<file path="src/uie_pkg.sv">
// Constants and types shared by the interrupt and line format block.
// Assumes a single 100 MHz clock domain and an 8-bit register port.
package uie_pkg;

	// =========================================================
	// Register port geometry and offsets
	localparam int        ADDR_W         = 3;
	localparam int        DATA_W         = 8;
	localparam logic [2:0] OFS_RX_TX      = 3'h0;
	localparam logic [2:0] OFS_MASK       = 3'h1;
	localparam logic [2:0] OFS_IDENT      = 3'h2;
	localparam logic [2:0] OFS_FORMAT     = 3'h3;
	localparam logic [2:0] OFS_LINE_STAT  = 3'h5;
	localparam logic [2:0] OFS_MODEM_STAT = 3'h6;

	// =========================================================
	// Interrupt mask fields and reset
	localparam int        MASK_W         = 4;
	localparam int        MASK_RX_BIT    = 0;
	localparam int        MASK_TRANSMIT_HOLDING_EMPTY_BIT  = 1;
	localparam int        MASK_LINE_BIT  = 2;
	localparam int        MASK_MODEM_BIT = 3;
	localparam logic [3:0] MASK_RST       = 4'h0;

	// =========================================================
	// Identification codes: source in bits 3..0, unused bits 5..4, flag field in bits 7..6
	localparam logic [3:0] ID_NONE        = 4'h1;
	localparam logic [3:0] ID_LINE        = 4'h6;
	localparam logic [3:0] ID_RX          = 4'h4;
	localparam logic [3:0] ID_TOUT        = 4'hc;
	localparam logic [3:0] ID_TRANSMIT_HOLDING_EMPTY        = 4'h2;
	localparam logic [3:0] ID_MODEM       = 4'h0;
	localparam logic [1:0] ID_FIFO_FLAGS  = 2'h3;
	localparam logic [1:0] ID_CHAR_FLAGS  = 2'h0;
	localparam logic [1:0] ID_UNUSED      = 2'h0;

	// =========================================================
	// Line format fields and reset
	localparam int        FMT_LEN_LSB    = 0;
	localparam int        FMT_STOP_BIT   = 2;
	localparam logic [7:0] FMT_RST        = 8'h00;
	localparam logic [3:0] FMT_MIN_BITS   = 4'h5;

	// =========================================================
	// FIFO control fields and reset
	localparam int        FC_EN_BIT      = 0;
	localparam int        FC_RX_CLR_BIT  = 1;
	localparam int        FC_TX_CLR_BIT  = 2;
	localparam int        FC_TRIG_LSB    = 6;
	localparam logic      FIFO_EN_RST    = 1'b0;
	localparam logic [1:0] TRIG_RST       = 2'h0;

	// =========================================================
	// Character timing, start and stop lengths counted in half-bit ticks
	localparam int        CNT_W          = 7;
	localparam logic [6:0] CHAR_TIMES_TOUT = 7'h04;
	localparam logic [6:0] START_HALVES   = 7'h02;
	localparam logic [2:0] STOP_ONE_HALVES  = 3'h2;
	localparam logic [2:0] STOP_ONEH_HALVES = 3'h3;
	localparam logic [2:0] STOP_TWO_HALVES  = 3'h4;
	localparam logic [1:0] RX_STOP_CHECKED  = 2'h1;

	// Reported interrupt source
	typedef enum logic [2:0] {
		SRC_NONE,
		SRC_LINE,
		SRC_RX,
		SRC_TOUT,
		SRC_TRANSMIT_HOLDING_EMPTY,
		SRC_MODEM
	} uie_src_e;

endpackage

</file>
<file path="src/uie_tout_if.sv">
// Link between the register block and the character time-out timer.
// Assumes both ends run on the same clock.
`timescale 1ns/1ps
interface uie_tout_if;
	logic       enable;
	logic       half_tick;
	logic       char_in;
	logic       rx_read;
	logic       nonempty;
	logic [1:0] len;
	logic       stop2;
	logic       timeout;

	modport ctrl (
		output enable,
		output half_tick,
		output char_in,
		output rx_read,
		output nonempty,
		output len,
		output stop2,
		input  timeout
	);

	modport timer (
		input  enable,
		input  half_tick,
		input  char_in,
		input  rx_read,
		input  nonempty,
		input  len,
		input  stop2,
		output timeout
	);
endinterface

</file>
<file path="src/uie_char_timeout.sv">
// Receive character time-out timer, four character times long.
// Assumes half_tick is a one-cycle pulse per half bit time.
`timescale 1ns/1ps
module uie_char_timeout
	import uie_pkg::*;
(
	// Clock and reset
	input  wire logic i_clk,
	input  wire logic i_sys_rst,
	// Control side
	uie_tout_if.timer tif
);
	import uie_pkg::*;

	typedef struct packed {
		logic [6:0] cnt;
		logic       fired;
	} uie_tmr_s;

	uie_tmr_s q;
	uie_tmr_s d;
	logic [6:0] limit;

	// Half-bit ticks in one character: start, data, generated stop bits
	function automatic logic [6:0] char_halves(input logic [1:0] len, input logic stop2);
		logic [2:0] stop;
		stop = STOP_ONE_HALVES;
		if (stop2) begin
			stop = (len == 2'h0) ? STOP_ONEH_HALVES : STOP_TWO_HALVES;
		end
		return START_HALVES + {1'h0, ({1'b0, FMT_MIN_BITS} + {3'h0, len}), 1'b0}
			+ {4'h0, stop};
	endfunction

	// four character times
	assign limit = 7'(CHAR_TIMES_TOUT * char_halves(tif.len, tif.stop2));

	always_comb begin
		d = q;
		if (!tif.enable || tif.rx_read) begin
			// read clears flag and timer
			d.cnt = '0;
			d.fired = 1'b0;
		end else if (!q.fired) begin
			if (tif.char_in || !tif.nonempty) begin
				d.cnt = '0;
			end else if (tif.half_tick) begin
				if (q.cnt == limit - 7'h01) begin
					// quiet FIFO times out
					d.fired = 1'b1;
					d.cnt = '0;
				end else begin
					d.cnt = q.cnt + 7'h01;
				end
			end
		end
	end

	always_ff @(posedge i_clk) begin
		if (i_sys_rst) begin
			q <= '0;
		end else begin
			q <= d;
		end
	end

	assign tif.timeout = q.fired;

endmodule

</file>
<file path="src/uie_top.sv">
// Interrupt enable, prioritised identification and line format registers.
// Assumes the receiver, transmitter, FIFOs and modem logic sit outside
// on the same clock and report events as one-cycle pulses.
`timescale 1ns/1ps

// How it works
// Mask bits 0..3 enable rx data, tx empty, line status, modem status.
// Mask bits 4..7 are not stored and read as zero.
// All four mask bits clear means no interrupt output at all.
// Line status, then rx data or time-out, then tx empty, then modem.
// Identification bit 0 is low while an interrupt is pending.
// Line status error reports 0110; reading line status clears it.
// Rx data available reports 0100; reading the receive buffer clears it.
// Four quiet character times with data waiting report 1100.
// Tx empty reports 0010; identification read or holding write clears.
// Modem input change reports 0000; reading modem status clears it.
// Bit 3 set only for time-out in FIFO mode.
// Identification bits 4 and 5 always read zero.
// Identification bits 6 and 7 follow the FIFO enable bit.
// The line format register reads back as written.
// Format bits 1:0 choose five to eight data bits.
// Format bit 2 gives one, one and a half, or two stop bits.
// The receiver checks only the first stop bit.
// FIFO enable bit selects FIFO mode for both directions.
// In FIFO mode rx data follows the trigger level reached.
// A receive read after time-out clears it and its timer.
// Interrupt output is high while any enabled source is pending.
// Host reads identification, clears the source, repeats until none.
module uie_top
	import uie_pkg::*;
(
	// Clock and reset
	input  wire logic                i_clk,
	input  wire logic                i_sys_rst,
	// Register port
	input  wire logic [ADDR_W-1:0]   i_addr,
	input  wire logic [DATA_W-1:0]   i_wdata,
	input  wire logic                i_wr,
	input  wire logic                i_rd,
	output logic      [DATA_W-1:0]   o_rdata,
	// Status from the serial datapath
	input  wire logic [DATA_W-1:0]   i_rx_data,
	input  wire logic [DATA_W-1:0]   i_line_status,
	input  wire logic [DATA_W-1:0]   i_modem_status,
	input  wire logic                i_rx_avail,
	input  wire logic                i_line_err,
	input  wire logic                i_thr_empty,
	input  wire logic                i_modem_change,
	input  wire logic                i_rx_char_in,
	input  wire logic                i_rx_nonempty,
	input  wire logic                i_half_bit_tick,
	// Interrupt
	output logic                     o_interrupt_output,
	// Access pulses to the datapath
	output logic                     o_rx_buf_read,
	output logic                     o_tx_hold_write,
	output logic      [DATA_W-1:0]   o_tx_hold_data,
	output logic                     o_line_status_read,
	output logic                     o_modem_status_read,
	// FIFO control
	output logic                     o_fifo_mode,
	output logic                     o_rx_fifo_clear,
	output logic                     o_tx_fifo_clear,
	output logic      [1:0]          o_rx_trigger,
	// Line format
	output logic      [DATA_W-1:0]   o_format,
	output logic      [3:0]          o_data_bits,
	output logic      [2:0]          o_tx_stop_halves,
	output logic      [1:0]          o_rx_stop_checked
);
	import uie_pkg::*;

	// =========================================================
	// State

	typedef struct packed {
		logic [MASK_W-1:0] mask;
		logic [7:0]        fmt;
		logic              fifo_en;
		logic [1:0]        trig;
		logic              transmit_holding_empty;
		logic              line;
		logic              modem;
		logic [7:0]        rdata;
		logic              rx_rd;
		logic              tx_wr;
		logic [7:0]        tx_data;
		logic              ls_rd;
		logic              ms_rd;
		logic              rx_clr;
		logic              tx_clr;
		logic              irq;
	} uie_top_s;

	uie_top_s q;
	uie_top_s d;

	uie_tout_if tif ();

	logic       pend_line;
	logic       pend_rx;
	logic       pend_tout;
	logic       pend_transmit_holding_empty;
	logic       pend_modem;
	uie_src_e   src;
	logic [7:0] ident;
	logic       rd_rx;
	logic       rd_ident;
	logic       rd_line;
	logic       rd_modem;
	logic       wr_tx;

	// =========================================================
	// Helpers

	// Highest pending source wins
	function automatic uie_src_e pick_source(
		input logic line,
		input logic rx,
		input logic tout,
		input logic transmit_holding_empty,
		input logic modem
	);
		uie_src_e s;
		s = SRC_NONE;
		// fixed priority order
		if (line) begin
			s = SRC_LINE;
		end else if (tout) begin
			s = SRC_TOUT;
		end else if (rx) begin
			s = SRC_RX;
		end else if (transmit_holding_empty) begin
			s = SRC_TRANSMIT_HOLDING_EMPTY;
		end else if (modem) begin
			s = SRC_MODEM;
		end
		return s;
	endfunction

	// Source to identification code
	function automatic logic [3:0] source_code(input uie_src_e s);
		logic [3:0] c;
		case (s)
			SRC_LINE: begin
				c = ID_LINE;
			end
			SRC_RX: begin
				c = ID_RX;
			end
			SRC_TOUT: begin
				c = ID_TOUT;
			end
			SRC_TRANSMIT_HOLDING_EMPTY: begin
				c = ID_TRANSMIT_HOLDING_EMPTY;
			end
			SRC_MODEM: begin
				c = ID_MODEM;
			end
			default: begin
				c = ID_NONE;
			end
		endcase
		return c;
	endfunction

	// =========================================================
	// Strobe decode

	assign rd_rx    = i_rd && (i_addr == OFS_RX_TX);
	assign rd_ident = i_rd && (i_addr == OFS_IDENT);
	assign rd_line  = i_rd && (i_addr == OFS_LINE_STAT);
	assign rd_modem = i_rd && (i_addr == OFS_MODEM_STAT);
	assign wr_tx    = i_wr && (i_addr == OFS_RX_TX);

	// =========================================================
	// Time-out timer

	// timer only runs in FIFO mode
	assign tif.enable    = q.fifo_en;
	assign tif.half_tick = i_half_bit_tick;
	assign tif.char_in   = i_rx_char_in;
	assign tif.rx_read   = rd_rx;
	assign tif.nonempty  = i_rx_nonempty;
	assign tif.len       = q.fmt[FMT_LEN_LSB +: 2];
	assign tif.stop2     = q.fmt[FMT_STOP_BIT];

	uie_char_timeout u_tout (
		.i_clk     (i_clk),
		.i_sys_rst (i_sys_rst),
		.tif       (tif)
	);

	// =========================================================
	// Pending sources and identification

	// per-class enables
	// zero mask gates every class off
	assign pend_line  = q.line  && q.mask[MASK_LINE_BIT];
	// level from datapath, cleared by receive reads
	assign pend_rx    = i_rx_avail && q.mask[MASK_RX_BIT];
	// time-out only exists in FIFO mode
	assign pend_tout  = tif.timeout && q.fifo_en && q.mask[MASK_RX_BIT];
	assign pend_transmit_holding_empty  = q.transmit_holding_empty  && q.mask[MASK_TRANSMIT_HOLDING_EMPTY_BIT];
	assign pend_modem = q.modem && q.mask[MASK_MODEM_BIT];

	assign src = pick_source(pend_line, pend_rx, pend_tout, pend_transmit_holding_empty, pend_modem);

	always_comb begin
		ident = '0;
		// low nibble code
		ident[3:0] = source_code(src);
		// unused bits
		ident[5:4] = ID_UNUSED;
		// FIFO mode flags
		ident[7:6] = q.fifo_en ? ID_FIFO_FLAGS : ID_CHAR_FLAGS;
	end

	// =========================================================
	// Next state

	always_comb begin
		d = q;
		d.rx_rd  = rd_rx;
		d.tx_wr  = wr_tx;
		d.ls_rd  = rd_line;
		d.ms_rd  = rd_modem;
		d.rx_clr = 1'b0;
		d.tx_clr = 1'b0;
		d.rdata  = '0;

		if (wr_tx) begin
			d.tx_data = i_wdata;
		end

		if (i_wr) begin
			case (i_addr)
				OFS_MASK: begin
					// upper bits not stored
					d.mask = i_wdata[MASK_W-1:0];
				end
				OFS_IDENT: begin
					// FIFO enable; a change empties both FIFOs
					d.fifo_en = i_wdata[FC_EN_BIT];
					if (i_wdata[FC_EN_BIT] != q.fifo_en) begin
						d.rx_clr = 1'b1;
						d.tx_clr = 1'b1;
					end
					if (i_wdata[FC_EN_BIT]) begin
						d.rx_clr = d.rx_clr || i_wdata[FC_RX_CLR_BIT];
						d.tx_clr = d.tx_clr || i_wdata[FC_TX_CLR_BIT];
						d.trig   = i_wdata[FC_TRIG_LSB +: 2];
					end
				end
				OFS_FORMAT: begin
					d.fmt = i_wdata;
				end
				default: begin
					d.fmt = q.fmt;
				end
			endcase
		end

		if (i_rd) begin
			case (i_addr)
				OFS_RX_TX: begin
					d.rdata = i_rx_data;
				end
				OFS_MASK: begin
					// reads as zero above bit 3
					d.rdata = {4'h0, q.mask};
				end
				OFS_IDENT: begin
					d.rdata = ident;
				end
				OFS_FORMAT: begin
					// format reads back
					d.rdata = q.fmt;
				end
				OFS_LINE_STAT: begin
					d.rdata = i_line_status;
				end
				OFS_MODEM_STAT: begin
					d.rdata = i_modem_status;
				end
				default: begin
					d.rdata = '0;
				end
			endcase
		end

		// line status flag, set wins over read
		if (rd_line) begin
			d.line = 1'b0;
		end
		if (i_line_err) begin
			d.line = 1'b1;
		end

		// cleared by holding write or by reading it as source
		if (wr_tx || (rd_ident && src == SRC_TRANSMIT_HOLDING_EMPTY)) begin
			d.transmit_holding_empty = 1'b0;
		end
		if (i_thr_empty) begin
			d.transmit_holding_empty = 1'b1;
		end

		// modem change flag
		if (rd_modem) begin
			d.modem = 1'b0;
		end
		if (i_modem_change) begin
			d.modem = 1'b1;
		end

		// output tracks any enabled pending source
		d.irq = (src != SRC_NONE);
	end

	always_ff @(posedge i_clk) begin
		if (i_sys_rst) begin
			q         <= '0;
			q.mask    <= MASK_RST;
			q.fmt     <= FMT_RST;
			q.fifo_en <= FIFO_EN_RST;
			q.trig    <= TRIG_RST;
		end else begin
			q <= d;
		end
	end

	// =========================================================
	// Outputs

	assign o_rdata             = q.rdata;
	assign o_interrupt_output  = q.irq;
	assign o_rx_buf_read       = q.rx_rd;
	assign o_tx_hold_write     = q.tx_wr;
	assign o_tx_hold_data      = q.tx_data;
	assign o_line_status_read  = q.ls_rd;
	assign o_modem_status_read = q.ms_rd;
	assign o_fifo_mode         = q.fifo_en;
	assign o_rx_fifo_clear     = q.rx_clr;
	assign o_tx_fifo_clear     = q.tx_clr;
	assign o_rx_trigger        = q.trig;
	assign o_format            = q.fmt;

	// data bits for both directions
	assign o_data_bits = FMT_MIN_BITS + {2'h0, q.fmt[FMT_LEN_LSB +: 2]};

	// generated stop length in half bits
	always_comb begin
		o_tx_stop_halves = STOP_ONE_HALVES;
		if (q.fmt[FMT_STOP_BIT]) begin
			o_tx_stop_halves = (q.fmt[FMT_LEN_LSB +: 2] == 2'h0)
				? STOP_ONEH_HALVES : STOP_TWO_HALVES;
		end
	end

	// receiver checks one stop bit
	assign o_rx_stop_checked = RX_STOP_CHECKED;

endmodule

</file>
<file path="config.mk">
export PLATFORM = sky130hd
export DESIGN_NAME = uie_top
export DESIGN_NICKNAME = d
export VERILOG_FILES = /design/src/uie_pkg.sv /design/src/uie_tout_if.sv /design/src/uie_char_timeout.sv /design/src/uie_top.sv
export SDC_FILE = /design/constraint.sdc
export NUM_CORES = 1
export LEC_CHECK = 0
export ABC_AREA = 1
export BUFFER_PORTS_ARGS = -buffer_cell sky130_fd_sc_hd__buf_2
export CORE_MARGIN = 2
export CORE_UTILIZATION = 45
export CTS_CLUSTER_DIAMETER = 80
export DETAILED_ROUTE_END_ITERATION = 16
export MAX_ROUTING_LAYER = met4
export PLACE_DENSITY = 0.73
export SLEW_MARGIN = 40
export SYNTH_ARGS = -nofsm -noshare
export SYNTH_HDL_FRONTEND = slang
export SYNTH_SLANG_ARGS = --single-unit
</file>
<file path="constraint.sdc">
create_clock -name i_clk -period 2.2 [get_ports i_clk]
set_clock_uncertainty 0.05 [all_clocks]
set_input_delay 0.44 -clock i_clk [delete_from_list [all_inputs] [get_ports i_clk]]
set_output_delay 0.44 -clock i_clk [all_outputs]
set_load 0.05 [all_outputs]
</file>
**Word-level counts from Yosys, hierarchy flattened**

Cells that the tools add are included.

- Bits in registers: 49
- Output and inout port bits: 43

- Bitwise logic cells: 4
- Muxes and demuxes: 26
- Eq/ne operators: 12
- Reduce and logical (&&, ||, !) cells: 34
- Add/subtract/negate cells: 6

Operator list:

| kind | count |
|---|---|
| 8-bit case mux with 6 select lines | 1 |
| 3-bit 2-to-1 mux | 7 |
| 4-bit case mux with 5 select lines | 1 |
| 7-bit 2-to-1 mux | 2 |
| 3-bit by 2-bit equality test with 1-bit output (second input constant) | 4 |
| 3-bit equality test (second input constant) | 4 |
| 1-bit logical AND | 12 |
| 2-bit 2-to-1 mux | 5 |
| 1-bit 2-to-1 mux | 9 |
| 3-bit by 2-bit adder with 4-bit output (first input constant) | 2 |
| 8-bit 2-to-1 mux | 1 |
| 2-bit AND reduction | 4 |
| 2-bit nonzero test | 4 |
| 7-bit by 1-bit adder with 7-bit output (second input constant) | 1 |
| 7-bit equality test | 1 |
| 7-bit by 1-bit subtractor with 7-bit output (second input constant) | 1 |
| 3-bit by 1-bit equality test with 1-bit output (second input constant) | 2 |
| 2-bit by 5-bit adder with 5-bit output (first input constant) | 1 |
| 5-bit by 3-bit adder with 5-bit output | 1 |
| 1-bit logical OR | 5 |
| 1-bit NOT | 4 |
| 2-bit OR reduction | 2 |
| 3-bit zero test | 1 |
| 3-bit AND reduction | 1 |
| other kinds (5) | 6 |

**Logic depth before layout (Yosys ltp)**

- Depth in word-level cells: 11
- Depth in mapped cells: 15

**By module**

A second synthesis with hierarchy kept.

- Cell total of the unflattened synthesis: 403
- Area, all modules: 2915.3 um^2

By module, submodules not included:

| module | area each (um^2) | instances | sequential area each (um^2) | cells each |
|---|---|---|---|---|
| uie_top | 2164.6 | 1 | 820.8 | 296 |
| uie_char_timeout | 750.7 | 1 | 160.2 | 107 |

**Least setup slack after synthesis**

Ideal clock, no wire load.

- Path type: register -> register
- From: register q, in the netlist o_format[0]
- To: register u_tout.q[5] in the netlist's numbering
- Arrival: 2.228 ns
- Slack: -0.207 ns
- Required time: 2.021 ns
- Library setup time: 0.129 ns
- Stages on the path, launching flop included: 14
- Path through: dfxtp_1 inv_1 ha_1 inv_1 nand2_1 nand3_2 nand2_2 nand2_2 nand3_1 nand2_1 nor2_2 nand2_4 nand2_1 a21oi_1

- Cells in the longest elaborated chain, start to end: 9

RTL lines:

| element | RTL line | text |
|---|---|---|
| start: declaration | uie_top.sv:95 | `uie_top_s q;` |
| parallel branches: the longest is 3 deep, another holds 2-bit by 5-bit adder with 5-bit output | -- |  |
| 5-bit by 3-bit adder with 5-bit output (*) | uie_char_timeout.sv:32 | `+ {4'h0, stop};` |
| 7-bit by 1-bit subtractor with 7-bit output (*) | uie_char_timeout.sv:48 | `if (q.cnt == limit - 7'h01) begin` |
| 7-bit equality test (*) | uie_char_timeout.sv:48 |  |
| 7-bit 2-to-1 mux (*) | uie_char_timeout.sv:48 |  |
| 8-bit 2-to-1 mux (*) | uie_char_timeout.sv:47 | `end else if (tif.half_tick) begin` |
| 7-bit 2-to-1 mux (*) | uie_char_timeout.sv:45 | `if (tif.char_in \|\| !tif.nonempty) begin` |
| end signal: assignment | uie_char_timeout.sv:61 | `q <= '0;` |
| end signal: assignment | uie_char_timeout.sv:63 | `q <= d;` |
| end: declaration | uie_char_timeout.sv:20 | `uie_tmr_s q;` |

Mark *: on every way between the ends. The select of a mux whose other input is x is not followed.
A chain may end at the register's enable or synchronous reset.

**Worst setup path in the final report**

- From: register q, in the netlist o_format[0]
- To: register u_tout.q[2] in the netlist's numbering

Same word-level chain as after synthesis.

==> results.sh <==
export IMPL_setup_viol=0
export IMPL_critPathCaptureType="flip-flop"
export IMPL_cp_start_kind="flip-flop"
export IMPL_clock_sinks=49
export IMPL_multiInputGateArea_um2=1240
export IMPL_antenna_cells=0
export IMPL_critPathRequiredTime_ns=2.34
export IMPL_grt_use_total_pct=21.1
export IMPL_clock_latency_ns=0.31
export IMPL_final_setup_worst_slack_ns=0.143
export IMPL_cp_data_arrival_time_ns=2.20
export IMPL_syn_avg_cell_area_um2=7.11
export IMPL_syn_area_um2=2570
export IMPL_pin_count=89
export IMPL_clock_path_buffers=2
export IMPL_numCtsBuffers=5
export IMPL_grt_max_degree=21
export IMPL_ys_seq_elements=49
export IMPL_crit_fanout=7
export IMPL_finalHoldViolCount=0
export IMPL_h_tree_depth=2
export IMPL_placed_area_um2=2920
export IMPL_fillers=533
export IMPL_power_frac_clock_pct=32.5
export IMPL_initial_core_util_pct=46.6
export IMPL_grt_pass1_vias=2256
export IMPL_routedWlPerCell_um=12.9
export IMPL_seq_area_um2=986
export IMPL_cts_clk_slew_worst_paths_ns=0.10
export IMPL_numPortBuffers=86
export IMPL_drtIter0Drc=146
export IMPL_ys_seq_area_share_pct=38.2
export IMPL_cp_slowest_cell="dfxtp_4"
export IMPL_slew_violations=0
export IMPL_leakage_nw=1.38
export IMPL_status="complete, no violations"
export IMPL_irDropWorstVdd_uv=268
export IMPL_holdBufCountCts=0
export IMPL_core_um2=5510
export IMPL_hp_class="input pin to flip-flop"
export IMPL_powerDensity_nw_per_um2=585
export IMPL_finish_instance_area_um2=3050
export IMPL_fin_nets=477
export IMPL_maxCapViolations=0
export IMPL_ctsRootBufferMaster="clkbuf_8"
export IMPL_crit_chain="clkinvlp_4 -> ha_4 -> nor2_4 -> ha_2 -> inv_2 -> nand2_1 -> nand3_2 -> nand2_2 -> nand2_2 -> nand3_1 -> nand2_1 -> nor2_4 -> nand2_4 -> nand2_1 -> a21oi_1"
export IMPL_syn_to_final_growth_pct=18.8
export IMPL_pwr_share_comb_pct=15.9
export IMPL_critPathKind="flip-flop to flip-flop"
export IMPL_instances_no_fill=499
export IMPL_tns_ns=0
export IMPL_drc=0
export IMPL_die_width_um=79.5
export IMPL_die_area_um2=6320
export IMPL_min_period_ns=2.06
export IMPL_wl_mm=6.44
export IMPL_synth_nets=412
export IMPL_dpl_hpwl_mm=4.93
export IMPL_yosys_cell_types_count=36
export IMPL_syn_inst=361
export IMPL_power_switching_mw=0.549
export IMPL_grt_first_pass_wirelength_mm=10.3
export IMPL_relSlewSlack_pct=66.6
export IMPL_dp_cells=487
export IMPL_cts_tree="done"
export IMPL_num_rows=27
export IMPL_first_pass_iters=5
export IMPL_place_ws_ns=0.0829
export IMPL_swShare_pct=30.7
export IMPL_worstMarginPinSlew_ns=0.497
export IMPL_antenna_found_initial=0
export IMPL_postRouteAntennaNets=0
export IMPL_ys_warn_count=0
export IMPL_route_vias_total=2504
export IMPL_via_per_inst=5.02
export IMPL_drive_gt1_share_pct=29.5
export IMPL_seqPwrFrac_pct=51.6
export IMPL_critPathMaxStageDelay_ns=0.38
export IMPL_internal_power_mw=1.24
export IMPL_fp_dieH_um=79.5
export IMPL_timing_final_crit_share_pct=93.5
export IMPL_gp_congestion=0.910
export IMPL_gr_total_overflow=0
export IMPL_cpMostUsedCell="nand2_1"
export IMPL_fmax_ghz=0.486
-- cell families (layout without fill, tap and decap cells) --
group	after synthesis	after routing	synth area share, %
AOI/OAI and AO/OA	70	70	15.6
xor gates and xnor gates	6	6	2.05
adders and majority gates	5	5	2.44
buffers and inverters	74	140	15.1
DFF	49	49	38.2
other	2	2	0.293
and+or+nand+nor	155	155	26.3
-- final cells by class --
class,count,share of cell area (%)
Inverter,38,4.80
Clock inverter,3,0.944
Multi-Input combinational cell,238,40.6
Tap cell,72,2.95
Clock buffer,5,2.26
Sequential cell,49,32.3
Timing Repair Buffer,94,16.1
-- power by group through the flow --
stage          Sequential (mW)  Combinational, mW  Clock, mW
2_1_floorplan            0.949              0.196          0
3_3_place_gp             0.941              0.274          0
3_5_place_dp             0.942              0.277          0
4_1_cts                  0.921              0.279      0.600
5_1_grt                  0.924              0.307      0.629
6_report                 0.920              0.284      0.581
-- layer usage --
| layer | part of all wire (%) | up-vias | track usage [%] |
|---|---|---|---|
| li1 | - | 1273 | - |
| met1 | 46 | 1137 | 27.1 |
| met2 | 47 | 87 | 34.0 |
| met3 | 6.0 | 7 | 3.85 |
| met4 | 1.1 | 0 | 6.21 |
| met5 | 0 | - | - |
-- layout by cell type (no fill, tap or decap), types with 2 or more instances in the layout --
master	instances
a21oi_2	2
clkbuf_8	5
o21ai_0	14
o211ai_1	2
clkinv_1	2
dfxtp_1	47
nand3_1	26
nor2_1	34
xor2_1	5
a21oi_1	39
a41oi_1	2
nand3_2	3
buf_4	8
buf_2	86
nor2_4	2
a221oi_1	6
ha_4	2
nand2_2	5
conb_1	2
ha_1	2
nand2_1	75
nor3_1	3
inv_1	32
inv_2	3
-- state kept, by name, indices dropped and copies added, names as in the netlist, 2 cells and up --
name            flops
o_format            8
o_rdata             8
o_rx_trigger        2
o_tx_hold_data      8
q                   7
u_tout.q            7
-- metrics by stage --
| step | hold WS [ns] | utilization, % | power [mW] |
|---|---|---|---|
| after floorplan | 0.389 | - | 1.14 |
| after global placement | 0.400 | 53.0 | 1.21 |
| after detailed placement | 0.404 | 53.0 | 1.22 |
| after CTS | 0.287 | 54.8 | 1.80 |
| after global routing | 0.290 | 55.4 | 1.86 |
| final | 0.292 | 55.4 | 1.79 |
-- Yosys cell counts --
master | instances | area, um2
o22ai_1 | 1 | 6.26
nand2_2 | 4 | 25.0
buf_2 | 2 | 10.0
inv_1 | 34 | 128
inv_2 | 2 | 7.51
o211ai_1 | 2 | 15.0
nor2_2 | 3 | 18.8
conb_1 | 2 | 7.51
ha_1 | 5 | 62.6
clkinv_1 | 2 | 7.51
nand3_2 | 3 | 30.0
a221oi_1 | 6 | 52.6
dfxtp_1 | 49 | 981
and2_1 | 1 | 6.26
o21ai_0 | 14 | 70.1
a41oi_1 | 2 | 17.5
or2_2 | 1 | 6.26
a21oi_1 | 39 | 195
o21ai_1 | 1 | 5.00
nor3b_1 | 1 | 7.51
a21boi_0 | 1 | 7.51
nand2_4 | 1 | 11.3
buf_4 | 28 | 210
nand4_1 | 1 | 6.26
clkbuf_2 | 1 | 5.00
nor2_1 | 34 | 128
xnor2_1 | 1 | 8.76
or2_1 | 1 | 6.26
a211oi_1 | 1 | 7.51
nand2_1 | 76 | 285
xor2_1 | 5 | 43.8
a31oi_1 | 1 | 6.26
a21oi_2 | 2 | 17.5
clkbuf_1 | 5 | 18.8
nor3_1 | 3 | 15.0
nand3_1 | 26 | 130
-- worst max-delay path: cells and delay by family, from the launching register on --
kind | cells | cell delay [ns]
buf+inv | 2 | 0.19
fa+ha+maj | 2 | 0.41
simple gates | 10 | 0.84
compound gates | 1 | 0.05
flops | 1 | 0.38
-- final timing paths --
| path | startpoint | slack [ns] | depth (start not counted) | end |
|---|---|---|---|---|
| worst max-delay path | o_format[0] | 0.14 | 15 | u_tout.q[2] |
| worst min-delay path | i_modem_change | 0.29 | 3 | q[23] |
| worst max register to register | o_format[0] | 0.14 | 15 | u_tout.q[2] |
| worst min register to register | o_tx_hold_data[0] | 0.42 | 2 | o_tx_hold_data[0] |
-- what timing repair did --
| action | in CTS | in global routing |
|---|---|---|
| setup endpoints to repair | 0 | 7 |
| resized for setup | 0 | 1 |
| hold endpoints to repair | 0 | 0 |
| setup buffers | 0 | 4 |
(Power assumes the default switching activity.)
